===== src/temp_result_regs.vh =====
`ifndef TEMP_RESULT_REGS_VH
`define TEMP_RESULT_REGS_VH

// ****************************************
// register offsets
// ****************************************
`define OFS_LOCAL         8'h00
`define OFS_R1_HIGH       8'h01
`define OFS_CFG1_RD       8'h03
`define OFS_CFG1_WR       8'h09
`define OFS_R1_LOW        8'h10
`define OFS_CFG2          8'h24
`define OFS_R2_HIGH       8'h30
`define OFS_R2_LOW        8'h33

// ****************************************
// field positions
// ****************************************
`define CFG1_STANDBY      6
`define CFG1_ALIAS        3
`define CFG1_RANGE        2
`define CFG2_LOCK         7
`define CFG1_RSVD_MASK    8'hef
`define CFG2_RSVD_MASK    8'h80
`define LOW_FRAC_SHIFT    6

// ****************************************
// reset values and constants
// ****************************************
`define PTR_RESET         8'h00
`define RESULT_RESET      8'h00
`define CFG1_RESET        8'h00
`define CFG2_RESET        8'h00
`define UNMAPPED_READ     8'h00
`define EXT_OFFSET        11'sd64
`define DEF_MAX           11'sd127
`define EXT_MAX           11'sd255

// ****************************************
// converter channel codes
// ****************************************
`define CHAN_LOCAL        2'h0
`define CHAN_R1           2'h1
`define CHAN_R2           2'h2

`endif


===== src/remote_channel.v =====
`timescale 1ns/10ps
`include "temp_result_regs.vh"

module remote_channel (
    mclk,
    rst_b,
    upd,
    hi_new,
    frac_new,
    lo_read,
    hi_read,
    hi_out,
    lo_out,
    frozen
);
    input  wire       mclk;
    input  wire       rst_b;
    input  wire       upd;
    input  wire [7:0] hi_new;
    input  wire [1:0] frac_new;
    input  wire       lo_read;
    input  wire       hi_read;
    output wire [7:0] hi_out;
    output wire [7:0] lo_out;
    output wire       frozen;

    reg  [7:0] hi_live_q;
    reg  [7:0] hi_shown_q;
    reg  [7:0] hi_shown_d;
    reg  [7:0] lo_q;
    reg        frozen_q;

    // live copy keeps tracking so the view catches up one cycle after the freeze clears
    always @* begin
        hi_shown_d = hi_shown_q;
        if (!(frozen_q || lo_read)) begin
            hi_shown_d = upd ? hi_new : hi_live_q;
        end
    end

    always @(posedge mclk) begin
        if (!rst_b) begin
            hi_live_q  <= `RESULT_RESET;
            hi_shown_q <= `RESULT_RESET;
            lo_q       <= `RESULT_RESET;
            frozen_q   <= 1'b0;
        end else begin
            hi_shown_q <= hi_shown_d;
            if (upd) begin
                hi_live_q <= hi_new;
                lo_q      <= {frac_new, 6'h00};
            end
            if (lo_read) begin
                frozen_q <= 1'b1;
            end else if (hi_read) begin
                frozen_q <= 1'b0;
            end
        end
    end

    assign hi_out = hi_shown_q;
    assign lo_out = lo_q;
    assign frozen = frozen_q;
endmodule // remote_channel


===== src/temp_encoder.v =====
`timescale 1ns/10ps
`include "temp_result_regs.vh"

module temp_encoder (
    deg,
    ext_range,
    code,
    clamped
);
    input  wire [9:0] deg;
    input  wire       ext_range;
    output reg  [7:0] code;
    output reg        clamped;

    wire signed [10:0] deg_s   = $signed({deg[9], deg});
    wire signed [10:0] ext_sum = deg_s + `EXT_OFFSET;

    always @* begin
        code    = 8'h00;
        clamped = 1'b0;
        if (ext_range) begin
            // offset binary, register span -64..+191 degrees
            if (ext_sum < 11'sd0) begin
                clamped = 1'b1;
            end else if (ext_sum > `EXT_MAX) begin
                code    = 8'hff;
                clamped = 1'b1;
            end else begin
                code = ext_sum[7:0];
            end
        end else begin
            // plain binary pinned to 0..127
            if (deg_s < 11'sd0) begin
                clamped = 1'b1;
            end else if (deg_s > `DEF_MAX) begin
                code    = 8'h7f;
                clamped = 1'b1;
            end else begin
                code = deg_s[7:0];
            end
        end
    end
endmodule // temp_encoder


===== src/temp_result_register_map.v =====
`timescale 1ns/10ps
`include "temp_result_regs.vh"

module temp_result_register_map (
    mclk,
    rst_b,
    wr_valid,
    wr_first,
    wr_byte,
    rd_req,
    conv_valid,
    conv_chan,
    conv_deg,
    conv_frac,
    rd_data,
    rd_valid,
    pointer,
    cfg_one,
    cfg_two,
    ext_range,
    standby,
    locked,
    r1_frozen,
    r2_frozen
);
    input  wire       mclk;
    input  wire       rst_b;
    input  wire       wr_valid;
    input  wire       wr_first;
    input  wire [7:0] wr_byte;
    input  wire       rd_req;
    input  wire       conv_valid;
    input  wire [1:0] conv_chan;
    input  wire [9:0] conv_deg;
    input  wire [1:0] conv_frac;
    output reg  [7:0] rd_data;
    output reg        rd_valid;
    output wire [7:0] pointer;
    output wire [7:0] cfg_one;
    output wire [7:0] cfg_two;
    output wire       ext_range;
    output wire       standby;
    output wire       locked;
    output reg        r1_frozen;
    output reg        r2_frozen;

    // ****************************************
    // state
    // ****************************************
    reg  [7:0] register_index_pointer_q;
    reg  [7:0] cfg1_q;
    reg  [7:0] cfg2_q;
    reg  [7:0] local_q;
    reg        expect_data_q;

    wire       alias_sel   = cfg1_q[`CFG1_ALIAS];
    wire       range_ext   = cfg1_q[`CFG1_RANGE];
    wire       lock_on     = cfg2_q[`CFG2_LOCK];
    wire [7:0] ptr         = register_index_pointer_q;

    wire [7:0] enc_code;
    wire       enc_clamped;
    wire [7:0] r1_hi;
    wire [7:0] r1_lo;
    wire [7:0] r2_hi;
    wire [7:0] r2_lo;
    wire       r1_frz;
    wire       r2_frz;

    // ****************************************
    // converter side
    // ****************************************
    // encoding uses the range bit live, so the first result landing
    // after a change is already in the new format
    temp_encoder u_enc (
        .deg       (conv_deg),
        .ext_range (range_ext),
        .code      (enc_code),
        .clamped   (enc_clamped)
    );

    // standby suspends measurements; stray converter strobes are dropped
    wire conv_ok  = conv_valid && !cfg1_q[`CFG1_STANDBY];
    wire upd_loc  = conv_ok && (conv_chan == `CHAN_LOCAL);
    wire upd_r1   = conv_ok && (conv_chan == `CHAN_R1);
    wire upd_r2   = conv_ok && (conv_chan == `CHAN_R2);
    // a clamped reading carries no meaningful fraction
    wire [1:0] frac_eff = enc_clamped ? 2'h0 : conv_frac;

    // ****************************************
    // bus read decode
    // ****************************************
    wire rd_r1_lo = rd_req && (ptr == `OFS_R1_LOW)  && !alias_sel;
    wire rd_r1_hi = rd_req && (ptr == `OFS_R1_HIGH) && !alias_sel;
    wire rd_r2_lo = rd_req && ((ptr == `OFS_R2_LOW)
                    || ((ptr == `OFS_R1_LOW) && alias_sel));
    wire rd_r2_hi = rd_req && ((ptr == `OFS_R2_HIGH)
                    || ((ptr == `OFS_R1_HIGH) && alias_sel));

    remote_channel u_r1 (
        .mclk     (mclk),
        .rst_b    (rst_b),
        .upd      (upd_r1),
        .hi_new   (enc_code),
        .frac_new (frac_eff),
        .lo_read  (rd_r1_lo),
        .hi_read  (rd_r1_hi),
        .hi_out   (r1_hi),
        .lo_out   (r1_lo),
        .frozen   (r1_frz)
    );

    remote_channel u_r2 (
        .mclk     (mclk),
        .rst_b    (rst_b),
        .upd      (upd_r2),
        .hi_new   (enc_code),
        .frac_new (frac_eff),
        .lo_read  (rd_r2_lo),
        .hi_read  (rd_r2_hi),
        .hi_out   (r2_hi),
        .lo_out   (r2_lo),
        .frozen   (r2_frz)
    );

    // ****************************************
    // read mux
    // ****************************************
    function [7:0] reg_read;
        input [7:0] addr;
        input       alias_on;
        input [7:0] loc;
        input [7:0] h1;
        input [7:0] l1;
        input [7:0] h2;
        input [7:0] l2;
        input [7:0] c1;
        input [7:0] c2;
        begin
            case (addr)
                `OFS_LOCAL:   reg_read = loc;
                `OFS_R1_HIGH: reg_read = alias_on ? h2 : h1;
                `OFS_R1_LOW:  reg_read = alias_on ? l2 : l1;
                `OFS_R2_HIGH: reg_read = h2;
                `OFS_R2_LOW:  reg_read = l2;
                `OFS_CFG1_RD: reg_read = c1 & `CFG1_RSVD_MASK;
                `OFS_CFG2:    reg_read = c2 & `CFG2_RSVD_MASK;
                default:      reg_read = `UNMAPPED_READ;
            endcase
        end
    endfunction

    // ****************************************
    // bus write decode
    // ****************************************
    wire wr_ptr  = wr_valid && wr_first;
    wire wr_data = wr_valid && !wr_first && expect_data_q;
    // config one write port is a separate offset from its read port;
    // result offsets never decode here so the bus cannot touch them
    wire wr_cfg1 = wr_data && (ptr == `OFS_CFG1_WR) && !lock_on;
    wire wr_cfg2 = wr_data && (ptr == `OFS_CFG2) && !lock_on;

    always @(posedge mclk) begin
        if (!rst_b) begin
            register_index_pointer_q <= `PTR_RESET;
            expect_data_q            <= 1'b0;
            cfg1_q                   <= `CFG1_RESET;
            cfg2_q                   <= `CFG2_RESET;
            local_q                  <= `RESULT_RESET;
            rd_data                  <= 8'h00;
            rd_valid                 <= 1'b0;
            r1_frozen                <= 1'b0;
            r2_frozen                <= 1'b0;
        end else begin
            if (wr_ptr) begin
                register_index_pointer_q <= wr_byte;
                expect_data_q            <= 1'b1;
            end else if (wr_data) begin
                // bytes past the second one are ignored
                expect_data_q <= 1'b0;
            end
            if (wr_cfg1) begin
                cfg1_q <= wr_byte & `CFG1_RSVD_MASK;
            end
            if (wr_cfg2) begin
                // lock only clears with a reset, a stand-in for power cycle
                cfg2_q <= wr_byte & `CFG2_RSVD_MASK;
            end
            if (upd_loc) begin
                local_q <= enc_code;
            end
            rd_valid <= rd_req;
            if (rd_req) begin
                rd_data <= reg_read(ptr, alias_sel, local_q, r1_hi, r1_lo,
                                    r2_hi, r2_lo, cfg1_q, cfg2_q);
            end
            r1_frozen <= r1_frz;
            r2_frozen <= r2_frz;
        end
    end

    assign pointer   = register_index_pointer_q;
    assign cfg_one   = cfg1_q;
    assign cfg_two   = cfg2_q;
    assign ext_range = cfg1_q[`CFG1_RANGE];
    assign standby   = cfg1_q[`CFG1_STANDBY];
    assign locked    = cfg2_q[`CFG2_LOCK];
endmodule // temp_result_register_map


===== config.mk =====
export PLATFORM = sky130hd
export DESIGN_NAME = temp_result_register_map
export DESIGN_NICKNAME = d
export VERILOG_FILES = /design/src/remote_channel.v /design/src/temp_encoder.v /design/src/temp_result_register_map.v
export VERILOG_INCLUDE_DIRS = /design/src /design/src/src
export SDC_FILE = /design/constraint.sdc
export NUM_CORES = 1
export LEC_CHECK = 0
export BUFFER_PORTS_ARGS = -buffer_cell sky130_fd_sc_hd__buf_2
export CAP_MARGIN = 20
export CORE_MARGIN = 3
export CORE_UTILIZATION = 45
export DETAILED_ROUTE_END_ITERATION = 10
export PLACE_DENSITY = 0.72
export SLEW_MARGIN = 20
export SYNTH_ARGS = -nofsm -noshare
export SYNTH_HDL_FRONTEND = slang
export SYNTH_SLANG_ARGS = --single-unit

===== constraint.sdc =====
create_clock -name mclk -period 4.55 [get_ports mclk]
set_clock_uncertainty 0.1 [all_clocks]
set_input_delay 0.2275 -clock mclk [delete_from_list [all_inputs] [get_ports mclk]]
set_output_delay 0.2275 -clock mclk [all_outputs]
set_load 0.005 [all_outputs]

### Word-level counts from Yosys, hierarchy flattened

Cells that the tools add are included.

* flip-flop bits (word level): 74
* output and inout bits: 38
* word-level logic and storage cells: 85

* add/subtract/negate cells: 1
* $lt $le $gt $ge: 4
* eq/ne operators: 9
* mux-type cells: 22
* reduce and logical (&&, ||, !) cells: 32

Operators by type and width (number)
* 8-bit two-way mux: 9
* 8-bit case mux with 7 select lines: 1
* 8-bit by 6-bit == test with 1-bit output, second input constant: 3
* 1-bit logical AND: 19
* 10-bit by 8-bit adder with 11-bit output, second input constant: 1
* 11-bit by 9-bit > comparator with 1-bit output, second input constant: 1
* 11-bit by 1-bit < comparator with 1-bit output, second input constant: 1
* 1-bit two-way mux: 11
* 10-bit by 8-bit > comparator with 1-bit output, second input constant: 1
* 10-bit by 1-bit < comparator with 1-bit output, second input constant: 1
* 8-bit by 1-bit == test with 1-bit output, second input constant: 1
* 8-bit by 2-bit == test with 1-bit output, second input constant: 1
* 8-bit by 4-bit == test with 1-bit output, second input constant: 1
* 8-bit by 5-bit == test with 1-bit output, second input constant: 1
* 8-bit logical NOT: 1
* 2-bit nonzero test: 3
* 1-bit logical NOT: 4
* 1-bit logical OR: 4
* 2-bit by 1-bit == test with 1-bit output, second input constant: 1
* 2-bit == test, second input constant: 1
* 2-bit logical NOT: 1
* 2-bit two-way mux: 1

### Depth between registers and ports, before layout

* word-level depth: 6
* gate-level depth with buffers: 8

### By module

A second synthesis with hierarchy kept.

* cell total of the unflattened synthesis: 428
* area, all modules: 4021.4 µm²

Modules (own cells, without submodules)
* temp_result_register_map: times used 1, cells an instance 250, area an instance 2128.3 µm², sequential area each 720.7 µm²
* remote_channel: times used 2, cells an instance 62, area an instance 767.0 µm², sequential area each 380.4 µm²
* temp_encoder: times used 1, cells an instance 54, area an instance 359.1 µm², sequential area each 0.0 µm²

### Worst setup path before layout

No wires, ideal clock.

* path type: input-to-reg
* from: in conv_deg[6]
* to: reg u_r1.hi_shown_q[2] (netlist: u_r1.hi_out[2])
* data arrival time: 1565 ps
* data required time: 4310 ps
* setup slack: 2745 ps
* cell stages on the path: 7
* path buffers: 0
* cells stage by stage: inv_1 -> ha_1 -> nor3_1 -> and4_1 -> o221a_4 -> a221oi_2 -> o221ai_1

* word-level cells in the longest chain between the ends: 6

Ends and longest elaborated chain
* start, declared: RTL line temp_result_register_map.v:34 `input wire [9:0] conv_deg;`
* 10-bit by 8-bit adder with 11-bit output (no source line)
* 11-bit by 9-bit > comparator with 1-bit output (no source line)
* 8-bit two-way mux: RTL line temp_encoder.v:25 `` end else if (ext_sum > `EXT_MAX) begin ``
* 8-bit two-way mux: RTL line temp_encoder.v:23 `if (ext_sum < 11'sd0) begin`
* 8-bit two-way mux (*): RTL line temp_encoder.v:21 `if (ext_range) begin`
* 8-bit two-way mux (*): RTL line remote_channel.v:37 `hi_shown_d = upd ? hi_new : hi_live_q;`
* end signal, assigned: RTL line remote_channel.v:44 `` hi_shown_q <= `RESULT_RESET; ``
* end signal, assigned: RTL line remote_channel.v:48 `hi_shown_q <= hi_shown_d;`
* end, declared: RTL line remote_channel.v:28 `reg [7:0] hi_shown_q;`

Every way passes the cells marked *; elsewhere a longest branch is shown, timed or not.
A chain may end at the register's enable or synchronous reset.

### Worst setup path in the final report

* from: reg register_index_pointer_q[4] (netlist: pointer[4])
* to: reg u_r2.hi_shown_q[2] (netlist: u_r2.hi_out[2])

* word-level cells in the longest chain between the ends: 5

Ends and longest elaborated chain
* start, declared: RTL line temp_result_register_map.v:50 `reg [7:0] register_index_pointer_q;`
* start signal, assigned: RTL line temp_result_register_map.v:165 `` register_index_pointer_q <= `PTR_RESET; ``
* start signal, assigned: RTL line temp_result_register_map.v:176 `register_index_pointer_q <= wr_byte;`
* 8-bit by 5-bit == test with 1-bit output
* 1-bit logical AND: RTL line temp_result_register_map.v:96 `` || ((ptr == `OFS_R1_LOW) && alias_sel)); ``
* 1-bit logical OR (*): RTL line temp_result_register_map.v:95 `` wire rd_r2_lo = rd_req && ((ptr == `OFS_R2_LOW) ``
* 1-bit logical AND (*): RTL line temp_result_register_map.v:95
* 1-bit logical OR (*): RTL line remote_channel.v:36 `if (!(frozen_q || lo_read)) begin`
* end signal, assigned: RTL line remote_channel.v:44
* end signal, assigned: RTL line remote_channel.v:48
* end, declared: RTL line remote_channel.v:28

Marked as above.

==> flow_summary.ini <==
[run_status]
run_status = finished clean

[run]
cap_violations = 0

[layout]
multi_input_area_um2 = 1930
filler_cell_count = 737
seq_area_um2 = 1480
areaGrowthSynthToFinish_pct = 11.9
post_route_cells_drive_above_1_share_pct = 21.2
diodes = 0
design.final.nets = 484
layoutNonFillerInstCount = 560

[clock_tree]
cts.htree.levels = 3
ctsRootBufferMaster = clkbuf_8
post-cts-setup-buffer-count = 0
cts_hold_repair.buffers = 0
tritoncts = built
cts-root-to-sink-buffers = 2
cts_num_sinks = 74
clkSlewWorstSetupHoldPaths_ps = 80
cts.repair.resized = 0
worst_skew_pair_latency_ps = 350
tritoncts.num_buffers = 9

[worst_setup_path]
worst_path_buf_inv = 0
critPathSlowestCell = dfxtp_1
setup.worst_path.class = flop to flop
reg2reg_slack_ps = 2370
cp_delay_by_family_top = simple AND/OR/NAND/NOR gates
crit_path_end_kind = flop
crit_path_start_kind = flop
cp_data_required_time_ps = 4710
slowest_delay_ps = 470
critical_path_peak_fanout = 15
path_cells = nor2b_1, o2111a_1, or2_1, nand3_1, o311ai_2
critical_path_arrival_ps = 2340

[power]
ir_drop_mv = 0.116
pwr_density_cell_nw_per_um2 = 328
leakage_nw = 1.64

[drt]
wl_um = 9580
wl_per_cell_um = 17.1
drt.antenna.violating_nets = 0
routed_via_density = 5.98
wirelength_met1_um = 4360
initialDrtViolationCount = 290
maxUsedRoutingLayer = met4
detailroute.via_count = 3346
routed-wl-met2_um = 4230
met3WireLength_um = 706
first_pass_iteration_count_of_the_detailed_router = 5
drcViolationCount = 0

[timing]
finalSetupViolCount = 0
clock.fmax_mhz = 458
post_route_setup_tns_ps = 0
final_hold_viol_count = 0
timing_worst_slew_pin_value_ps = 999
finalCritPeriodShare_pct = 48.0
rsz0062_at_grt = false
period_minus_slack_ps = 2180
timing.final.max_slew_violations = 0
slew_headroom_pct = 33.4

[global_routing]
globalRouteOverflowTotal = 0
grt_start_max_net_pins = 63
grt_pass1_vias = 3155
antenna_violations_before_repair = 0
grt_first_pass_wirelength_um = 15800
grt_use_total_pct = 22.2

[floorplan]
io-pin-count = 66
die_height_um = 95.9
placementRows = 32
initial_utilization_pct = 46.8
dieArea_um2 = 9190
die_x_um = 95.9
area_of_the_core_um2 = 7770

[placed_design]
port_buffers = 57
gp_congestion = 0.812
dp_hpwl_um = 6720
placed_cells_incl_taps = 544

[logic_synthesis]
synth_enable_flop_cells = 0
synth-seq-cells = 74
synthArstFlopShare_pct = 0
synth.yosys.warnings = 0
post_synth.cell_area_avg_um2 = 8.80
yosys.cell_types.count = 62
synthCells = 413
synth_ff_type = dfxtp_1
netlist_area_um2 = 3640
ys_seq_area_share_pct = 40.7

[worst_hold_path]
hold_path_class = input pin to flop
area by class of cell:
cell class | count | share of cell area [%]
clock buffer | 9 | 3.04
clock inverter | 7 | 1.72
inverter | 8 | 0.738
multi-input combinational | 300 | 47.4
sequential | 74 | 36.4
tap | 102 | 3.14
timing repair buffer | 60 | 7.56
per-stage QoR:
step                worst slack [ps]  hold WS [ps]  total power, mW  instance area, µm²  util, %
CTS                             2340          26.9             1.35                4070     52.4
finish                          2370          41.2             1.34                4070     52.4
detailed placement              2310           345            0.843                3870     49.9
global route                    2120          61.3             1.39                4070     52.4
floorplan                       2740           215            0.798                3660        -
global placement                2400           337            0.839                3870     49.9
layer usage:
layer  track usage, %  vias up
met5                0        -
met4             10.1        0
li1                 -     1597
met2             34.5      164
met3             3.05       27
met1             30.4     1558
cells in the final DEF (no fill, tap or decap), types with 2 or more instances in the layout:
cell,count
a21boi_0,11
a21boi_1,2
a21oi_1,27
a221oi_1,5
a221oi_2,6
a22oi_1,5
a31oi_1,4
a32oi_1,2
and2_1,7
buf_2,57
buf_4,3
clkbuf_8,9
clkinv_2,3
clkinv_4,2
conb_1,8
dfxtp_1,74
ha_1,3
inv_1,8
mux2i_1,8
nand2_1,34
nand2b_1,4
nand3_1,38
nand4_1,14
nor2_1,15
nor2b_1,14
nor3_1,2
nor3b_1,3
nor4b_1,2
o21ai_0,35
o221ai_1,7
o311ai_1,5
o31ai_1,6
o31ai_2,2
or3_1,2
kinds of logic after synthesis:
kind of cell	share of synthesized area (%)
other cells	0.103
xor+xnor	0.241
mux	2.51
compound gates	25.9
simple gates	22.4
buf+inv	6.99
fa+ha+maj	1.03
flops	40.7
state kept, by name (all words and copies together), names as in the netlist:
name	cells
r1_frozen	1
u_r2.hi_live_q	8
u_r2.lo_out	2
r2_frozen	1
u_r2.frozen	1
rd_data	8
local_q	8
u_r2.hi_out	8
expect_data_q	1
pointer	8
u_r1.hi_out	8
cfg_one	7
u_r1.frozen	1
rd_valid	1
u_r1.hi_live_q	8
cfg_two	1
u_r1.lo_out	2
final timing paths:
check / startpoint / end / cells past startpoint
worst min-delay path: wr_byte[4] / pointer[4] / 3
worst max-delay path: pointer[4] / u_r2.hi_out[2] / 5
worst max register to register: pointer[4] / u_r2.hi_out[2] / 5
worst min register to register: rd_data[4] / rd_data[4] / 2
tightest hold or removal path, stage by stage:
cell and delay [ps]:
buf_2 100, nand3_1 50, a21boi_0 60
report_power, final:
part | total (mW) | internal [mW] | switching [mW]
clock network | 0.504 | 0.252 | 0.252
logic | 0.144 | 0.0513 | 0.0927
registers | 0.687 | 0.670 | 0.0173
cells in the mapped netlist (2+ instances only):
cell type,instances,area share [%]
ha_1,3,1.0
nand4_1,14,2.4
and2_1,7,1.2
a31oi_1,4,0.69
nor2b_1,15,2.6
buf_4,12,2.5
a22oi_1,5,1.0
nor4b_1,2,0.48
buf_2,5,0.69
nor3b_1,3,0.62
o31ai_1,6,1.2
or3_1,2,0.34
clkbuf_1,16,1.7
nor2_1,15,1.5
nor3_1,2,0.28
a221oi_2,6,2.5
o21ai_0,35,4.8
dfxtp_1,74,41
nand3_1,38,5.2
a32oi_1,2,0.48
mux2i_1,8,2.2
buf_6,4,1.2
o311ai_1,5,1.2
a21boi_1,2,0.41
a221oi_1,5,1.2
a21boi_0,11,2.3
nand2_1,34,3.5
o31ai_2,2,0.69
nand2b_1,4,0.69
o221ai_1,7,1.7
a21oi_1,27,3.7
inv_1,8,0.83
Power figures use the tool's default switching activity.
